--- src/core/ris_pkg.sv ---
// Package: register map, field layout and modes of the ROI index sequencer
`default_nettype none
package ris_pkg;
    localparam int unsigned NUM_INDEX  = 10;
    localparam int unsigned ADDR_W     = 8;
    localparam int unsigned DATA_W     = 32;
    // Register byte offsets
    localparam logic [7:0] OFS_CTRL    = 8'h00;
    localparam logic [7:0] OFS_REPEAT  = 8'h04;
    localparam logic [7:0] OFS_CMD     = 8'h08;
    localparam logic [7:0] OFS_STATUS  = 8'h0C;
    localparam logic [7:0] OFS_IRQ_ST  = 8'h10;
    localparam logic [7:0] OFS_IRQ_MSK = 8'h14;
    localparam logic [7:0] OFS_TABLE   = 8'h20;
    // Control fields
    localparam int unsigned CTRL_MODE_LSB  = 0;
    localparam int unsigned CTRL_START_BIT = 4;
    localparam int unsigned CTRL_STOP_BIT  = 5;
    // Table entry fields: frames [7:0], successor [11:8], off flag bit 12
    localparam int unsigned ENT_FRM_LSB  = 0;
    localparam int unsigned ENT_SUCC_LSB = 8;
    localparam int unsigned ENT_OFF_BIT  = 12;
    // Status fields
    localparam int unsigned ST_IDX_LSB   = 0;
    localparam int unsigned ST_ACT_BIT   = 4;
    localparam int unsigned ST_FRM_LSB   = 8;
    localparam int unsigned ST_REP_LSB   = 16;
    // Interrupt bits
    localparam int unsigned IRQ_FRAME = 0;
    localparam int unsigned IRQ_PASS  = 1;
    localparam int unsigned IRQ_STOP  = 2;
    localparam int unsigned IRQ_IGN   = 3;
    localparam int unsigned IRQ_W     = 4;
    // Reset values
    localparam logic [7:0]  RST_FRAMES = 8'h01;
    localparam logic [7:0]  RST_REPEAT = 8'h01;
    localparam logic [3:0]  RST_INDEX  = 4'h0;
    localparam logic [DATA_W-1:0] RD_ZERO = 32'h0000_0000;

    typedef enum logic [1:0] {
        RIS_MODE_NORMAL,
        RIS_MODE_TRIG_SEQ,
        RIS_MODE_CMD_SEQ,
        RIS_MODE_MULTI
    } ris_mode_e;
endpackage
`default_nettype wire

--- src/core/ris_sequencer.sv ---
// ROI index sequencer: trigger and command driven index stepping
// Operation
// - Mode selector: normal, trigger, command, multi
// - Index holds for its frame count
// - Successor is index 0-9 or off
// - Repeat count used only with off entry
// - First trigger after start runs index 0
// - Off entry done decrements repeat copy
// - Nonzero repeat restarts table at index 0
// - Zero repeat stops, further triggers ignored
// - Selection command accepted only in command mode
// - Selected index applies at next trigger
// - Command mode ignores frames and successor
// - No command yet: trigger runs index 0
// - No new command: repeat previous index
`default_nettype none
module ris_sequencer #(
    parameter int unsigned NUM_INDEX = ris_pkg::NUM_INDEX
) (
    input  wire logic                      ref_clk_in,
    input  wire logic                      rst_n_in,
    input  wire logic [ris_pkg::ADDR_W-1:0] addr_in,
    input  wire logic [ris_pkg::DATA_W-1:0] wdata_in,
    input  wire logic                      wr_in,
    input  wire logic                      rd_in,
    output logic      [ris_pkg::DATA_W-1:0] rdata_out,
    input  wire logic                      trigger_in,
    output logic                           frame_start_out,
    output logic      [3:0]                index_out,
    output logic      [1:0]                mode_out,
    output logic                           active_out,
    output logic                           irq_out
);
    // ==========================================================
    // Trigger synchroniser
    logic trig_rise;

    ris_sync u_sync (
        .ref_clk_in (ref_clk_in),
        .rst_n_in   (rst_n_in),
        .async_in   (trigger_in),
        .rise_out   (trig_rise)
    );

    // ==========================================================
    // Register state
    localparam int unsigned IRQ_W_L = ris_pkg::IRQ_W;

    ris_pkg::ris_mode_e mode;
    ris_pkg::ris_mode_e next_mode;
    logic [7:0]  repeat_cfg;
    logic [7:0]  next_repeat_cfg;
    logic [7:0]  tbl_frames [NUM_INDEX];
    logic [3:0]  tbl_succ   [NUM_INDEX];
    logic        tbl_off    [NUM_INDEX];
    logic [IRQ_W_L-1:0] irq_st;
    logic [IRQ_W_L-1:0] next_irq_st;
    logic [IRQ_W_L-1:0] irq_msk;
    logic [IRQ_W_L-1:0] next_irq_msk;
    logic [ris_pkg::DATA_W-1:0] next_rdata;

    // Sequencer state
    logic        active;
    logic        next_active;
    logic [3:0]  cur_idx;
    logic [3:0]  next_cur_idx;
    logic [7:0]  frm_cnt;
    logic [7:0]  next_frm_cnt;
    logic [7:0]  rep_cnt;
    logic [7:0]  next_rep_cnt;
    // Selection command seen since the last start
    logic        started;
    logic        next_started;
    logic [3:0]  cmd_idx;
    logic [3:0]  next_cmd_idx;
    logic        frame_start;
    logic        next_frame_start;
    logic [3:0]  out_idx;
    logic [3:0]  next_out_idx;

    // ==========================================================
    // Command decode
    logic        wr_ctrl;
    logic        start_cmd;
    logic        stop_cmd;
    logic        sel_cmd;
    logic        any_off;
    logic [IRQ_W_L-1:0] ev;

    assign wr_ctrl   = wr_in && (addr_in == ris_pkg::OFS_CTRL);
    assign start_cmd = wr_ctrl && wdata_in[ris_pkg::CTRL_START_BIT];
    assign stop_cmd  = wr_ctrl && wdata_in[ris_pkg::CTRL_STOP_BIT];
    assign sel_cmd   = wr_in && (addr_in == ris_pkg::OFS_CMD)
                       && (mode == ris_pkg::RIS_MODE_CMD_SEQ)
                       && (wdata_in[3:0] < 4'(NUM_INDEX));

    always_comb begin
        any_off = 1'b0;
        for (int i = 0; i < NUM_INDEX; i++) begin
            any_off = any_off | tbl_off[i];
        end
    end

    // ==========================================================
    // Index table, one register per entry
    generate
        for (genvar g = 0; g < NUM_INDEX; g++) begin : g_tbl
            localparam logic [7:0] OFS = 8'(ris_pkg::OFS_TABLE + 4 * g);
            logic [7:0] next_f;
            logic [3:0] next_s;
            logic       next_o;
            always_comb begin
                next_f = tbl_frames[g];
                next_s = tbl_succ[g];
                next_o = tbl_off[g];
                if (wr_in && addr_in == OFS) begin
                    if (wdata_in[ris_pkg::ENT_FRM_LSB +: 8] != 8'h00) begin
                        next_f = wdata_in[ris_pkg::ENT_FRM_LSB +: 8];
                    end
                    if (wdata_in[ris_pkg::ENT_SUCC_LSB +: 4] < 4'(NUM_INDEX)) begin
                        next_s = wdata_in[ris_pkg::ENT_SUCC_LSB +: 4];
                    end
                    next_o = wdata_in[ris_pkg::ENT_OFF_BIT];
                end
            end
            always_ff @(posedge ref_clk_in or negedge rst_n_in) begin
                if (!rst_n_in) begin
                    tbl_frames[g] <= ris_pkg::RST_FRAMES;
                    tbl_succ[g]   <= ris_pkg::RST_INDEX;
                    tbl_off[g]    <= 1'b0;
                end else begin
                    tbl_frames[g] <= next_f;
                    tbl_succ[g]   <= next_s;
                    tbl_off[g]    <= next_o;
                end
            end
        end
    endgenerate

    // ==========================================================
    // Sequencer next state
    always_comb begin
        next_active      = active;
        next_cur_idx     = cur_idx;
        next_frm_cnt     = frm_cnt;
        next_rep_cnt     = rep_cnt;
        next_started     = started;
        next_cmd_idx     = cmd_idx;
        next_frame_start = 1'b0;
        next_out_idx     = out_idx;
        ev               = '0;
        if (sel_cmd) begin
            next_cmd_idx = wdata_in[3:0];
            next_started = 1'b1;
        end
        if (start_cmd) begin
            next_active  = 1'b1;
            next_started = 1'b0;
            next_cur_idx = ris_pkg::RST_INDEX;
            next_frm_cnt = tbl_frames[0];
            next_rep_cnt = repeat_cfg;
            next_cmd_idx = ris_pkg::RST_INDEX;
        end else if (stop_cmd) begin
            next_active = 1'b0;
        end else if (trig_rise && !active) begin
            ev[ris_pkg::IRQ_IGN] = 1'b1;
        end else if (trig_rise) begin
            next_frame_start = 1'b1;
            ev[ris_pkg::IRQ_FRAME] = 1'b1;
            unique case (mode)
                ris_pkg::RIS_MODE_TRIG_SEQ: begin
                    next_out_idx = cur_idx;
                    if (frm_cnt > 8'h01) begin
                        next_frm_cnt = frm_cnt - 8'h01;
                    end else if (tbl_off[cur_idx] && any_off) begin
                        // Pass done: back to index 0, stop on last pass
                        ev[ris_pkg::IRQ_PASS] = 1'b1;
                        next_rep_cnt = rep_cnt - 8'h01;
                        next_cur_idx = ris_pkg::RST_INDEX;
                        next_frm_cnt = tbl_frames[0];
                        if (rep_cnt == 8'h01) begin
                            next_active = 1'b0;
                            ev[ris_pkg::IRQ_STOP] = 1'b1;
                        end
                    end else begin
                        next_cur_idx = tbl_succ[cur_idx];
                        next_frm_cnt = tbl_frames[tbl_succ[cur_idx]];
                    end
                end
                ris_pkg::RIS_MODE_CMD_SEQ: begin
                    // A write in this cycle counts for the next trigger
                    if (started) begin
                        next_out_idx = cmd_idx;
                    end else begin
                        next_out_idx = ris_pkg::RST_INDEX;
                    end
                    next_cur_idx = cmd_idx;
                end
                default: begin
                    next_out_idx = ris_pkg::RST_INDEX;
                end
            endcase
        end
    end

    always_ff @(posedge ref_clk_in or negedge rst_n_in) begin
        if (!rst_n_in) begin
            active      <= 1'b0;
            cur_idx     <= ris_pkg::RST_INDEX;
            frm_cnt     <= ris_pkg::RST_FRAMES;
            rep_cnt     <= ris_pkg::RST_REPEAT;
            started     <= 1'b0;
            cmd_idx     <= ris_pkg::RST_INDEX;
            frame_start <= 1'b0;
            out_idx     <= ris_pkg::RST_INDEX;
        end else begin
            active      <= next_active;
            cur_idx     <= next_cur_idx;
            frm_cnt     <= next_frm_cnt;
            rep_cnt     <= next_rep_cnt;
            started     <= next_started;
            cmd_idx     <= next_cmd_idx;
            frame_start <= next_frame_start;
            out_idx     <= next_out_idx;
        end
    end

    // ==========================================================
    // Register bus
    always_comb begin
        next_mode       = mode;
        next_repeat_cfg = repeat_cfg;
        next_irq_msk    = irq_msk;
        next_irq_st     = irq_st;
        next_rdata      = ris_pkg::RD_ZERO;
        if (wr_ctrl) begin
            next_mode = ris_pkg::ris_mode_e'(wdata_in[ris_pkg::CTRL_MODE_LSB +: 2]);
        end
        if (wr_in && addr_in == ris_pkg::OFS_REPEAT && wdata_in[7:0] != 8'h00) begin
            next_repeat_cfg = wdata_in[7:0];
        end
        if (wr_in && addr_in == ris_pkg::OFS_IRQ_MSK) begin
            next_irq_msk = wdata_in[IRQ_W_L-1:0];
        end
        if (wr_in && addr_in == ris_pkg::OFS_IRQ_ST) begin
            next_irq_st = irq_st & ~wdata_in[IRQ_W_L-1:0];
        end
        next_irq_st = next_irq_st | ev;
        if (rd_in) begin
            if (addr_in == ris_pkg::OFS_CTRL) begin
                next_rdata[ris_pkg::CTRL_MODE_LSB +: 2] = mode;
            end else if (addr_in == ris_pkg::OFS_REPEAT) begin
                next_rdata[7:0] = repeat_cfg;
            end else if (addr_in == ris_pkg::OFS_CMD) begin
                next_rdata[3:0] = cmd_idx;
            end else if (addr_in == ris_pkg::OFS_STATUS) begin
                next_rdata[ris_pkg::ST_IDX_LSB +: 4] = cur_idx;
                next_rdata[ris_pkg::ST_ACT_BIT]      = active;
                next_rdata[ris_pkg::ST_FRM_LSB +: 8] = frm_cnt;
                next_rdata[ris_pkg::ST_REP_LSB +: 8] = rep_cnt;
            end else if (addr_in == ris_pkg::OFS_IRQ_ST) begin
                next_rdata[IRQ_W_L-1:0] = irq_st;
            end else if (addr_in == ris_pkg::OFS_IRQ_MSK) begin
                next_rdata[IRQ_W_L-1:0] = irq_msk;
            end else begin
                for (int i = 0; i < NUM_INDEX; i++) begin
                    if (addr_in == 8'(ris_pkg::OFS_TABLE + 4 * i)) begin
                        next_rdata[ris_pkg::ENT_FRM_LSB +: 8]  = tbl_frames[i];
                        next_rdata[ris_pkg::ENT_SUCC_LSB +: 4] = tbl_succ[i];
                        next_rdata[ris_pkg::ENT_OFF_BIT]       = tbl_off[i];
                    end
                end
            end
        end
    end

    always_ff @(posedge ref_clk_in or negedge rst_n_in) begin
        if (!rst_n_in) begin
            mode       <= ris_pkg::RIS_MODE_NORMAL;
            repeat_cfg <= ris_pkg::RST_REPEAT;
            irq_msk    <= '0;
            irq_st     <= '0;
            rdata_out  <= ris_pkg::RD_ZERO;
        end else begin
            mode       <= next_mode;
            repeat_cfg <= next_repeat_cfg;
            irq_msk    <= next_irq_msk;
            irq_st     <= next_irq_st;
            rdata_out  <= next_rdata;
        end
    end

    // ==========================================================
    // Outputs
    assign frame_start_out = frame_start;
    assign index_out       = out_idx;
    assign mode_out        = mode;
    assign active_out      = active;
    assign irq_out         = |(irq_st & irq_msk);
endmodule // ris_sequencer
`default_nettype wire

--- src/core/ris_sync.sv ---
// Two-stage synchroniser with rising-edge pulse for the trigger pin
`default_nettype none
module ris_sync (
    input  wire logic ref_clk_in,
    input  wire logic rst_n_in,
    input  wire logic async_in,
    output logic      rise_out
);
    logic meta;
    logic sync;
    logic sync_d;

    always_ff @(posedge ref_clk_in or negedge rst_n_in) begin
        if (!rst_n_in) begin
            meta   <= 1'b0;
            sync   <= 1'b0;
            sync_d <= 1'b0;
        end else begin
            meta   <= async_in;
            sync   <= meta;
            sync_d <= sync;
        end
    end

    assign rise_out = sync & ~sync_d;
endmodule // ris_sync
`default_nettype wire

--- config.mk ---
export PLATFORM = sky130hd
export DESIGN_NAME = ris_sequencer
export DESIGN_NICKNAME = d
export VERILOG_FILES = /design/src/core/ris_pkg.sv /design/src/core/ris_sequencer.sv /design/src/core/ris_sync.sv
export SDC_FILE = /design/constraint.sdc
export NUM_CORES = 1
export LEC_CHECK = 0
export BUFFER_PORTS_ARGS = -buffer_cell sky130_fd_sc_hd__buf_2
export CORE_ASPECT_RATIO = 1.25
export CORE_MARGIN = 4
export CORE_UTILIZATION = 40
export CTS_CLUSTER_SIZE = 14
export DETAILED_ROUTE_END_ITERATION = 12
export MAX_ROUTING_LAYER = met4
export PLACE_DENSITY = 0.6
export SYNTH_ARGS = -nofsm -noshare
export SYNTH_HDL_FRONTEND = slang
export SYNTH_SLANG_ARGS = --single-unit
--- constraint.sdc ---
create_clock -name ref_clk_in -period 3 [get_ports ref_clk_in]
set_input_delay 0.3 -clock ref_clk_in [delete_from_list [all_inputs] [get_ports ref_clk_in]]
set_output_delay 0.3 -clock ref_clk_in [all_outputs]
set_load 0.005 [all_outputs]
==> results of run 1 <==
-- through the flow --
stage	worst slack, ns	utilization	std cells
2_1_floorplan	0.614	-	1116
3_3_place_gp	-0.00861	0.444	1527
3_5_place_dp	-0.0457	0.444	1527
4_1_cts	0.164	0.475	1573
5_1_grt	0.00797	0.475	1576
6_report	0.0992	0.475	1576
-- per-layer routing --
layer  wire length [µm]  vias to the layer above  global-route usage
met4               2310                        0               0.136
met1              14900                     4712               0.312
met5                  0                        -                   -
met2              17900                      495               0.398
met3               3260                      114              0.0521
li1                   -                     4261                   -
-- worst reg2reg max path: cells and delay by family (launching register included) --
family | cells | cell delay [ns]
flip-flops | 1 | 0.48
AO/OA/AOI/OAI | 4 | 1.13
AND/OR/NAND/NOR | 2 | 1.18
-- layout make-up --
cell class | instances | area, µm² | share of cell area
multi-input cells | 811 | 5570 | 0.425
flip-flops and latches | 206 | 5170 | 0.395
repair buffers | 141 | 1000 | 0.0765
clock buffers | 33 | 666 | 0.0508
well taps | 350 | 438 | 0.0334
clock inverters | 11 | 168 | 0.0128
inverters | 21 | 78.8 | 0.00602
diodes | 3 | 7.51 | 0.000573
-- power by group --
part	internal (W)	switching, W
combinational	0.000408	0.000648
sequential	0.00291	0.000137
clock	0.00190	0.00120
total	0.00521	0.00199
-- worst min-delay path by stage --
stage / endpoint / slack [ns]
finish: rdata_out[0]$_DFF_PN0_ / 0.08
global route: rdata_out[0]$_DFF_PN0_ / 0.06
CTS: rdata_out[0]$_DFF_PN0_ / 0.05
detailed placement: u_sync.sync$_DFF_PN0_ / 0.34
global placement: u_sync.sync$_DFF_PN0_ / 0.35
floorplan: active_out$_DFFE_PN0P_ / 0.004
-- kinds of logic after synthesis --
logic type	Yosys count
adders and majority gates	6
muxes	160
and+or+nand+nor	372
DFF	206
other	1
AOI/OAI and AO/OA	259
xor gates and xnor gates	6
buffers and inverters	99
-- state kept, by name (all words and copies together), names as in the netlist --
signal	cells
tbl_succ	40
irq_msk	4
started	1
index_out	4
tbl_off	10
tbl_frames	80
cmd_idx	4
u_sync.sync	1
cur_idx	4
rep_cnt	8
u_sync.meta	1
repeat_cfg	8
active_out	1
u_sync.sync_d	1
rdata_out	24
frm_cnt	8
mode_out	2
frame_start_out	1
irq_st	4
-- layout by cell type (no fill, tap or decap), drive strengths merged, types with 10 or more instances in the layout --
master and instances:
a32oi 10, a221oi 13, a31oi 13, nand3 28, o21ai 57, o31ai 12
a22o 10, a21oi 58, nand2 172, and2 15, mux4 13, inv 21
nor2 81, clkbuf 34, mux2 124, mux2i 23, a211oi 23, buf 138
a22oi 11, dfrtp 193, dfstp 13, nor3 18, nor4 12, o22ai 11
-- timing repair --
item / 4_1_cts / 5_1_grt
endpoints found under the hold margin: 74 / 0
gates resized for setup: 0 / 1
endpoints found under the setup margin: 0 / 1
buffers inserted: 0 / 0
hold buffers: 2 / 0
==> impl_results.md, run 1 <==
- Run status: complete, no violations
- Largest family of logic cells by synthesized area: multiplexers
- Post-DP Area: 12200 µm²
- Post-Route WL: 38.4 mm
- Mux contribution to synthesized area: 0.172
- Synth Area in Simple Gates: 0.155
- Largest stage delay on the critical path: 0.59 ns
- Layout cells sized above 1: 0.287
- Reg2reg end: frm_cnt[7]$_DFFE_PN0P_
- Total GRT Usage: 0.256
- Top cells by area, synth: dfrtp_1 (43%), mux2_2 (13%), nand2_1 (5.8%), dfstp_2 (3.1%), mux4_2 (2.6%)
- Crit-path leading delay family: simple AND/OR/NAND/NOR gates
- Antenna Nets Post-Route: 0
- CORE AREA: 27600 µm²
- Final Power: 0.00720 W
- R2R depth: 6
- # setup viols final: 0
- Synth-to-Final Area Change: 17.5%
- DR vias/cell: 6.08
- Critical Path RT: 3.40 ns
- Peak VDD IR: 0.332 mV
- CP max stage cell: or4_4
- Count leader, synth: dfrtp_1
- Initial Util: 0.404
- Register area share after synthesis: 0.464
- Post-synthesis area per instance: 10.1 µm²
- Post-synth EDFFs: 0
- Setup crit end: frm_cnt[7]$_DFFE_PN0P_
- Final HPWL DP: 28.4 mm
- Clock net sink count: 206
- Synthesized cell area: 11100 µm²
- HP Start: rd_in
- Total CTS buffers: 24
- Vias in the first global route: 9675
- Critical Path Start Type: register
- GPL Wtd Cong: 0.952
- Dominant synthesized flop cell: dfrtp_1
- Post-Synth Adder-Cell Area: 0.00674
- Fin Clk Skew: 0.0148 ns
- Pleak: 6.03 nW
- DR DRC count: 0
- Cell Pwr Density: 550 nW/µm²
- Initial antenna violation count: 3
- WL per Instance: 24.4 µm
- Largest net degree at the start of global routing: 82
- Reg2reg start: frm_cnt[4]$_DFFE_PN0P_
- Post-route setup TNS: 0 ns
- Post-synthesis compound-gate area fraction: 0.156
- Die area: 30600 µm²
- Max Freq: 0.345 GHz
- RSZ-0062 raised after global routing: false
- Buffers plus inverters on the worst setup path: 0
- DIE HEIGHT: 195 µm
- YS warnings: 0
- CTS tree: built
- Cells after synthesis: 1109
- I/O Buffers: 58
- Worst-case clock buffer depth: 3
- Global-route wire length before repair: 58.4 mm
- Setup CP Type: register to register
- HP Class: input pin to register
- Initial DRC count: 788
- Finished Cell Area: 13100 µm²
- Hold slack: 0.0771 ns
- Clock Tree Root: clkbuf_16
- Fin. Hold Viols: 0
- Worst skew pair latency: 0.53 ns
- Routed via count: 9582
- Commonest cells post-synth: dfrtp_1 (193), nand2_1 (172), mux2_2 (124), nor2_1 (76), a21oi_1 (56)
- Max FO, Critical Path: 5
- Fin. max-slew vios: 0
- Final Cycle Share: 0.967
- Fill count: 2638
- Total of max-cap violations: 0
- Worst R2R Setup Slack: 0.1 ns
- Synth top area share: 0.433
- CP endpoint kind: register
- Width of the die: 157 µm
- FFs w/ async S/R, synth: 1.00
- Clock transition at path regs: 0.06 ns
- First drt pass iteration count: 6
- Crit path DAT: 3.31 ns
- XOR/XNOR Fraction of Synth Area: 0.00471
- Max H-tree Level: 1
- Total grt overflow: 0
- Hold depth: 3
- I/O pin total: 86
- Max-slew headroom: 0.226
- Synth unique cells: 77
- Crit. path cell count: 6
- #FFs+latches synth: 206
- Critical path cell sequence: or4_4 -> or4_2 -> a211oi_1 -> o211ai_1 -> a31oi_1 -> o21ai_0
- Min cycle time layout: 2.90 ns
- Fin nets: 1256
- Core Rows: 68
- Setup crit start: frm_cnt[4]$_DFFE_PN0P_
- Cell taking the most area after synthesis: dfrtp_1
- Worst slew pin tran: 1.15 ns
Power figures use the tool's default switching activity.
==> run 2: changes to the inputs <==
GPL_TIMING_DRIVEN = 0   (was unset)
PLACE_DENSITY = 0.62   (was 0.6)
clock period = 2.3 ns   (was 3 ns; I/O delays follow)
==> impl_results.md, run 2 (synthesis results as in run 1) <==
- Area of the multi-input gates: 6240 µm²
- Cell Pwr Density: 670 nW/µm²
- Initial DRC count: 1316
- Max FO, Critical Path: 7
- Fin. max-slew vios: 0
- Worst skew pair latency: 0.54 ns
- Max-slew headroom: 0.164
- Total GRT Usage: 0.290
- Pleak: 6.28 nW
- Final HPWL DP: 31.1 mm
- Clock transition at path regs: 0.06 ns
- Peak VDD IR: 0.435 mV
- Top flop regs: tbl_frames: 80 flops, tbl_succ: 40 flops, rdata_out: 24 flops
- Fin. Hold Viols: 0
- Total CTS buffers: 23
- Top reg by flops: tbl_frames
- CORE AREA: 27600 µm²
- Vias in the first global route: 9826
- Post-route setup TNS: -2.73 ns
- Critical path cell sequence: buf_12 -> mux4_2 -> a22o_1 -> or2_0 -> clkbuf_8 -> nor2_4 -> buf_4 -> a221oi_2 -> a211oi_2 -> o21ai_1
- Max FFs per register: 80
- Setup CP Type: register to register
- DR WL met2: 20.7 mm
- Sequential cell area: 5180 µm²
- Total grt overflow: 0
- Initial Util: 0.404
- Final WS setup: -0.314 ns
- Most frequent cells in the layout: dfrtp_1 (189), nand2_1 (167), mux2_2 (123), nor2_1 (62), buf_2 (60)
- Reg2reg end: frm_cnt[5]$_DFFE_PN0P_
- Total of max-cap violations: 0
- Clock Tree Root: clkbuf_16
- CP endpoint kind: register
- Worst R2R Setup Slack: -0.31 ns
- R2R depth: 10
- Fill count: 2531
- Clock net sink count: 206
- Failing checks: negative setup slack
- CTS tree: built
- Routed wl met3: 3.95 mm
- Fin Clk Skew: 0.0283 ns
- # setup viols final: 19
- Layout cells sized above 1: 0.365
- Highest Signal Layer: met4
- Max H-tree Level: 1
- Die area: 30600 µm²
- GPL Wtd Cong: 0.982
- HP Start: rd_in
- Leading cell type in the layout, fill and taps excluded: dfrtp_1
- I/O pin total: 86
- First drt pass iteration count: 6
- Routed via count: 10200
- Synth-to-Final Area Change: 26.1%
- Width of the die: 157 µm
- Largest net degree at the start of global routing: 109
- Critical Path RT: 2.69 ns
- Crit-path leading delay family: compound AO/OA/AOI/OAI gates
- Placed cell count: 1520
- Antenna Nets Post-Route: 0
- Routed length on met1: 16.7 mm
- Reg2reg start: cur_idx[0]$_DFFE_PN0P_
- Post-Route WL: 44.3 mm
- Core Rows: 68
- Max Freq: 0.382 GHz
- RSZ-0062 raised after global routing: true
- DIE HEIGHT: 195 µm
- I/O Buffers: 53
- Fin nets: 1305
- Worst-case clock buffer depth: 3
- CP max stage cell: mux4_2
- Critical Path Start Type: register
- Hold depth: 3
- Hold Path End: rdata_out[0]$_DFF_PN0_
- Layout Cells excl Fill: 1624
- DR vias/cell: 6.30
- Final Cycle Share: 1.14
- Initial antenna violation count: 3
- WL per Instance: 27.3 µm
- Global-route wire length before repair: 64.6 mm
- Worst slew pin tran: 1.24 ns
- Buffers plus inverters on the worst setup path: 3
- Min cycle time layout: 2.61 ns
- Largest stage delay on the critical path: 0.50 ns
- DR DRC count: 0
- Run status: complete, but fails checks
- Crit path DAT: 3.01 ns
- HP Class: input pin to register
[run 2: changes by cell type in the layout (fill, tap and decap cells not counted), sizes merged]
cell / before / now
o22a: 3 / 4
clkinv: 5 / 6
bufinv: 4 / 0
bufbuf: 0 / 1
inv: 21 / 20
clkbuf: 34 / 71
clkinvlp: 2 / 4
buf: 138 / 149
[run 2: worst max-delay path by stage]
stage / start / endpoint / cells past startpoint
final: cur_idx[0]$_DFFE_PN0P_ / frm_cnt[5]$_DFFE_PN0P_ / 10
after global routing: cur_idx[0]$_DFFE_PN0P_ / frm_cnt[2]$_DFFE_PN0P_ / 9
after CTS: cur_idx[0]$_DFFE_PN0P_ / frm_cnt[6]$_DFFE_PN0P_ / 10
after detailed placement: addr_in[2] / rdata_out[3]$_DFF_PN0_ / 9
after global placement: rst_n_in / tbl_frames[60]$_DFFE_PN0P_ / 1
after floorplan: cur_idx[0]$_DFFE_PN0P_ / frm_cnt[1]$_DFFE_PN0P_ / 10
[run 2: routing by layer]
metal,global-route usage,vias up
li1,-,4366
met1,0.366,5097
met2,0.442,612
met3,0.0439,157
met4,0.169,0
met5,-,-
[run 2: final cells by class]
| class | instances | area share |
|---|---|---|
| multi-input cells | 812 | 0.444 |
| flip-flops and latches | 206 | 0.368 |
| repair buffers | 117 | 0.0627 |
| clock buffers | 33 | 0.0465 |
| plain buffers | 73 | 0.0370 |
| well taps | 350 | 0.0312 |
| inverters | 21 | 0.00597 |
| clock inverters | 9 | 0.00401 |
| diodes | 3 | 0.000534 |
[run 2: metrics by stage]
| stage | util | power, W | hold slack [ns] | worst slack, ns | area, µm² |
|---|---|---|---|---|---|
| floorplan | - | 0.00484 | -0.0656 | -0.0228 | 11200 |
| global placement | 0.431 | 0.00538 | 0.341 | -2.60 | 11900 |
| detailed placement | 0.433 | 0.00540 | 0.326 | -1.38 | 11900 |
| CTS | 0.498 | 0.00932 | 0.00858 | -0.255 | 13700 |
| global route | 0.510 | 0.00971 | 0.0299 | -0.334 | 14100 |
| finish | 0.510 | 0.00942 | 0.0257 | -0.314 | 14100 |
[run 2: what timing repair did]
action                                  CTS  global route
endpoints found under the setup margin  138            72
resized for setup                       155            63
endpoints found under the hold margin    98             0
hold buffers                              2             0
pin swaps                                30            29
setup buffers                            46            15
cloned                                    2             0
[run 2: tightest hold or removal path: stages]
cell     delay (ns)
buf_2          0.14
o31ai_1        0.07
a21oi_1        0.06
[run 2: power breakdown]
part | internal (W) | total, W | switching (W)
sequential | 0.00379 | 0.00396 | 0.000173
clock | 0.00198 | 0.00356 | 0.00158
combinational | 0.000786 | 0.00190 | 0.00111
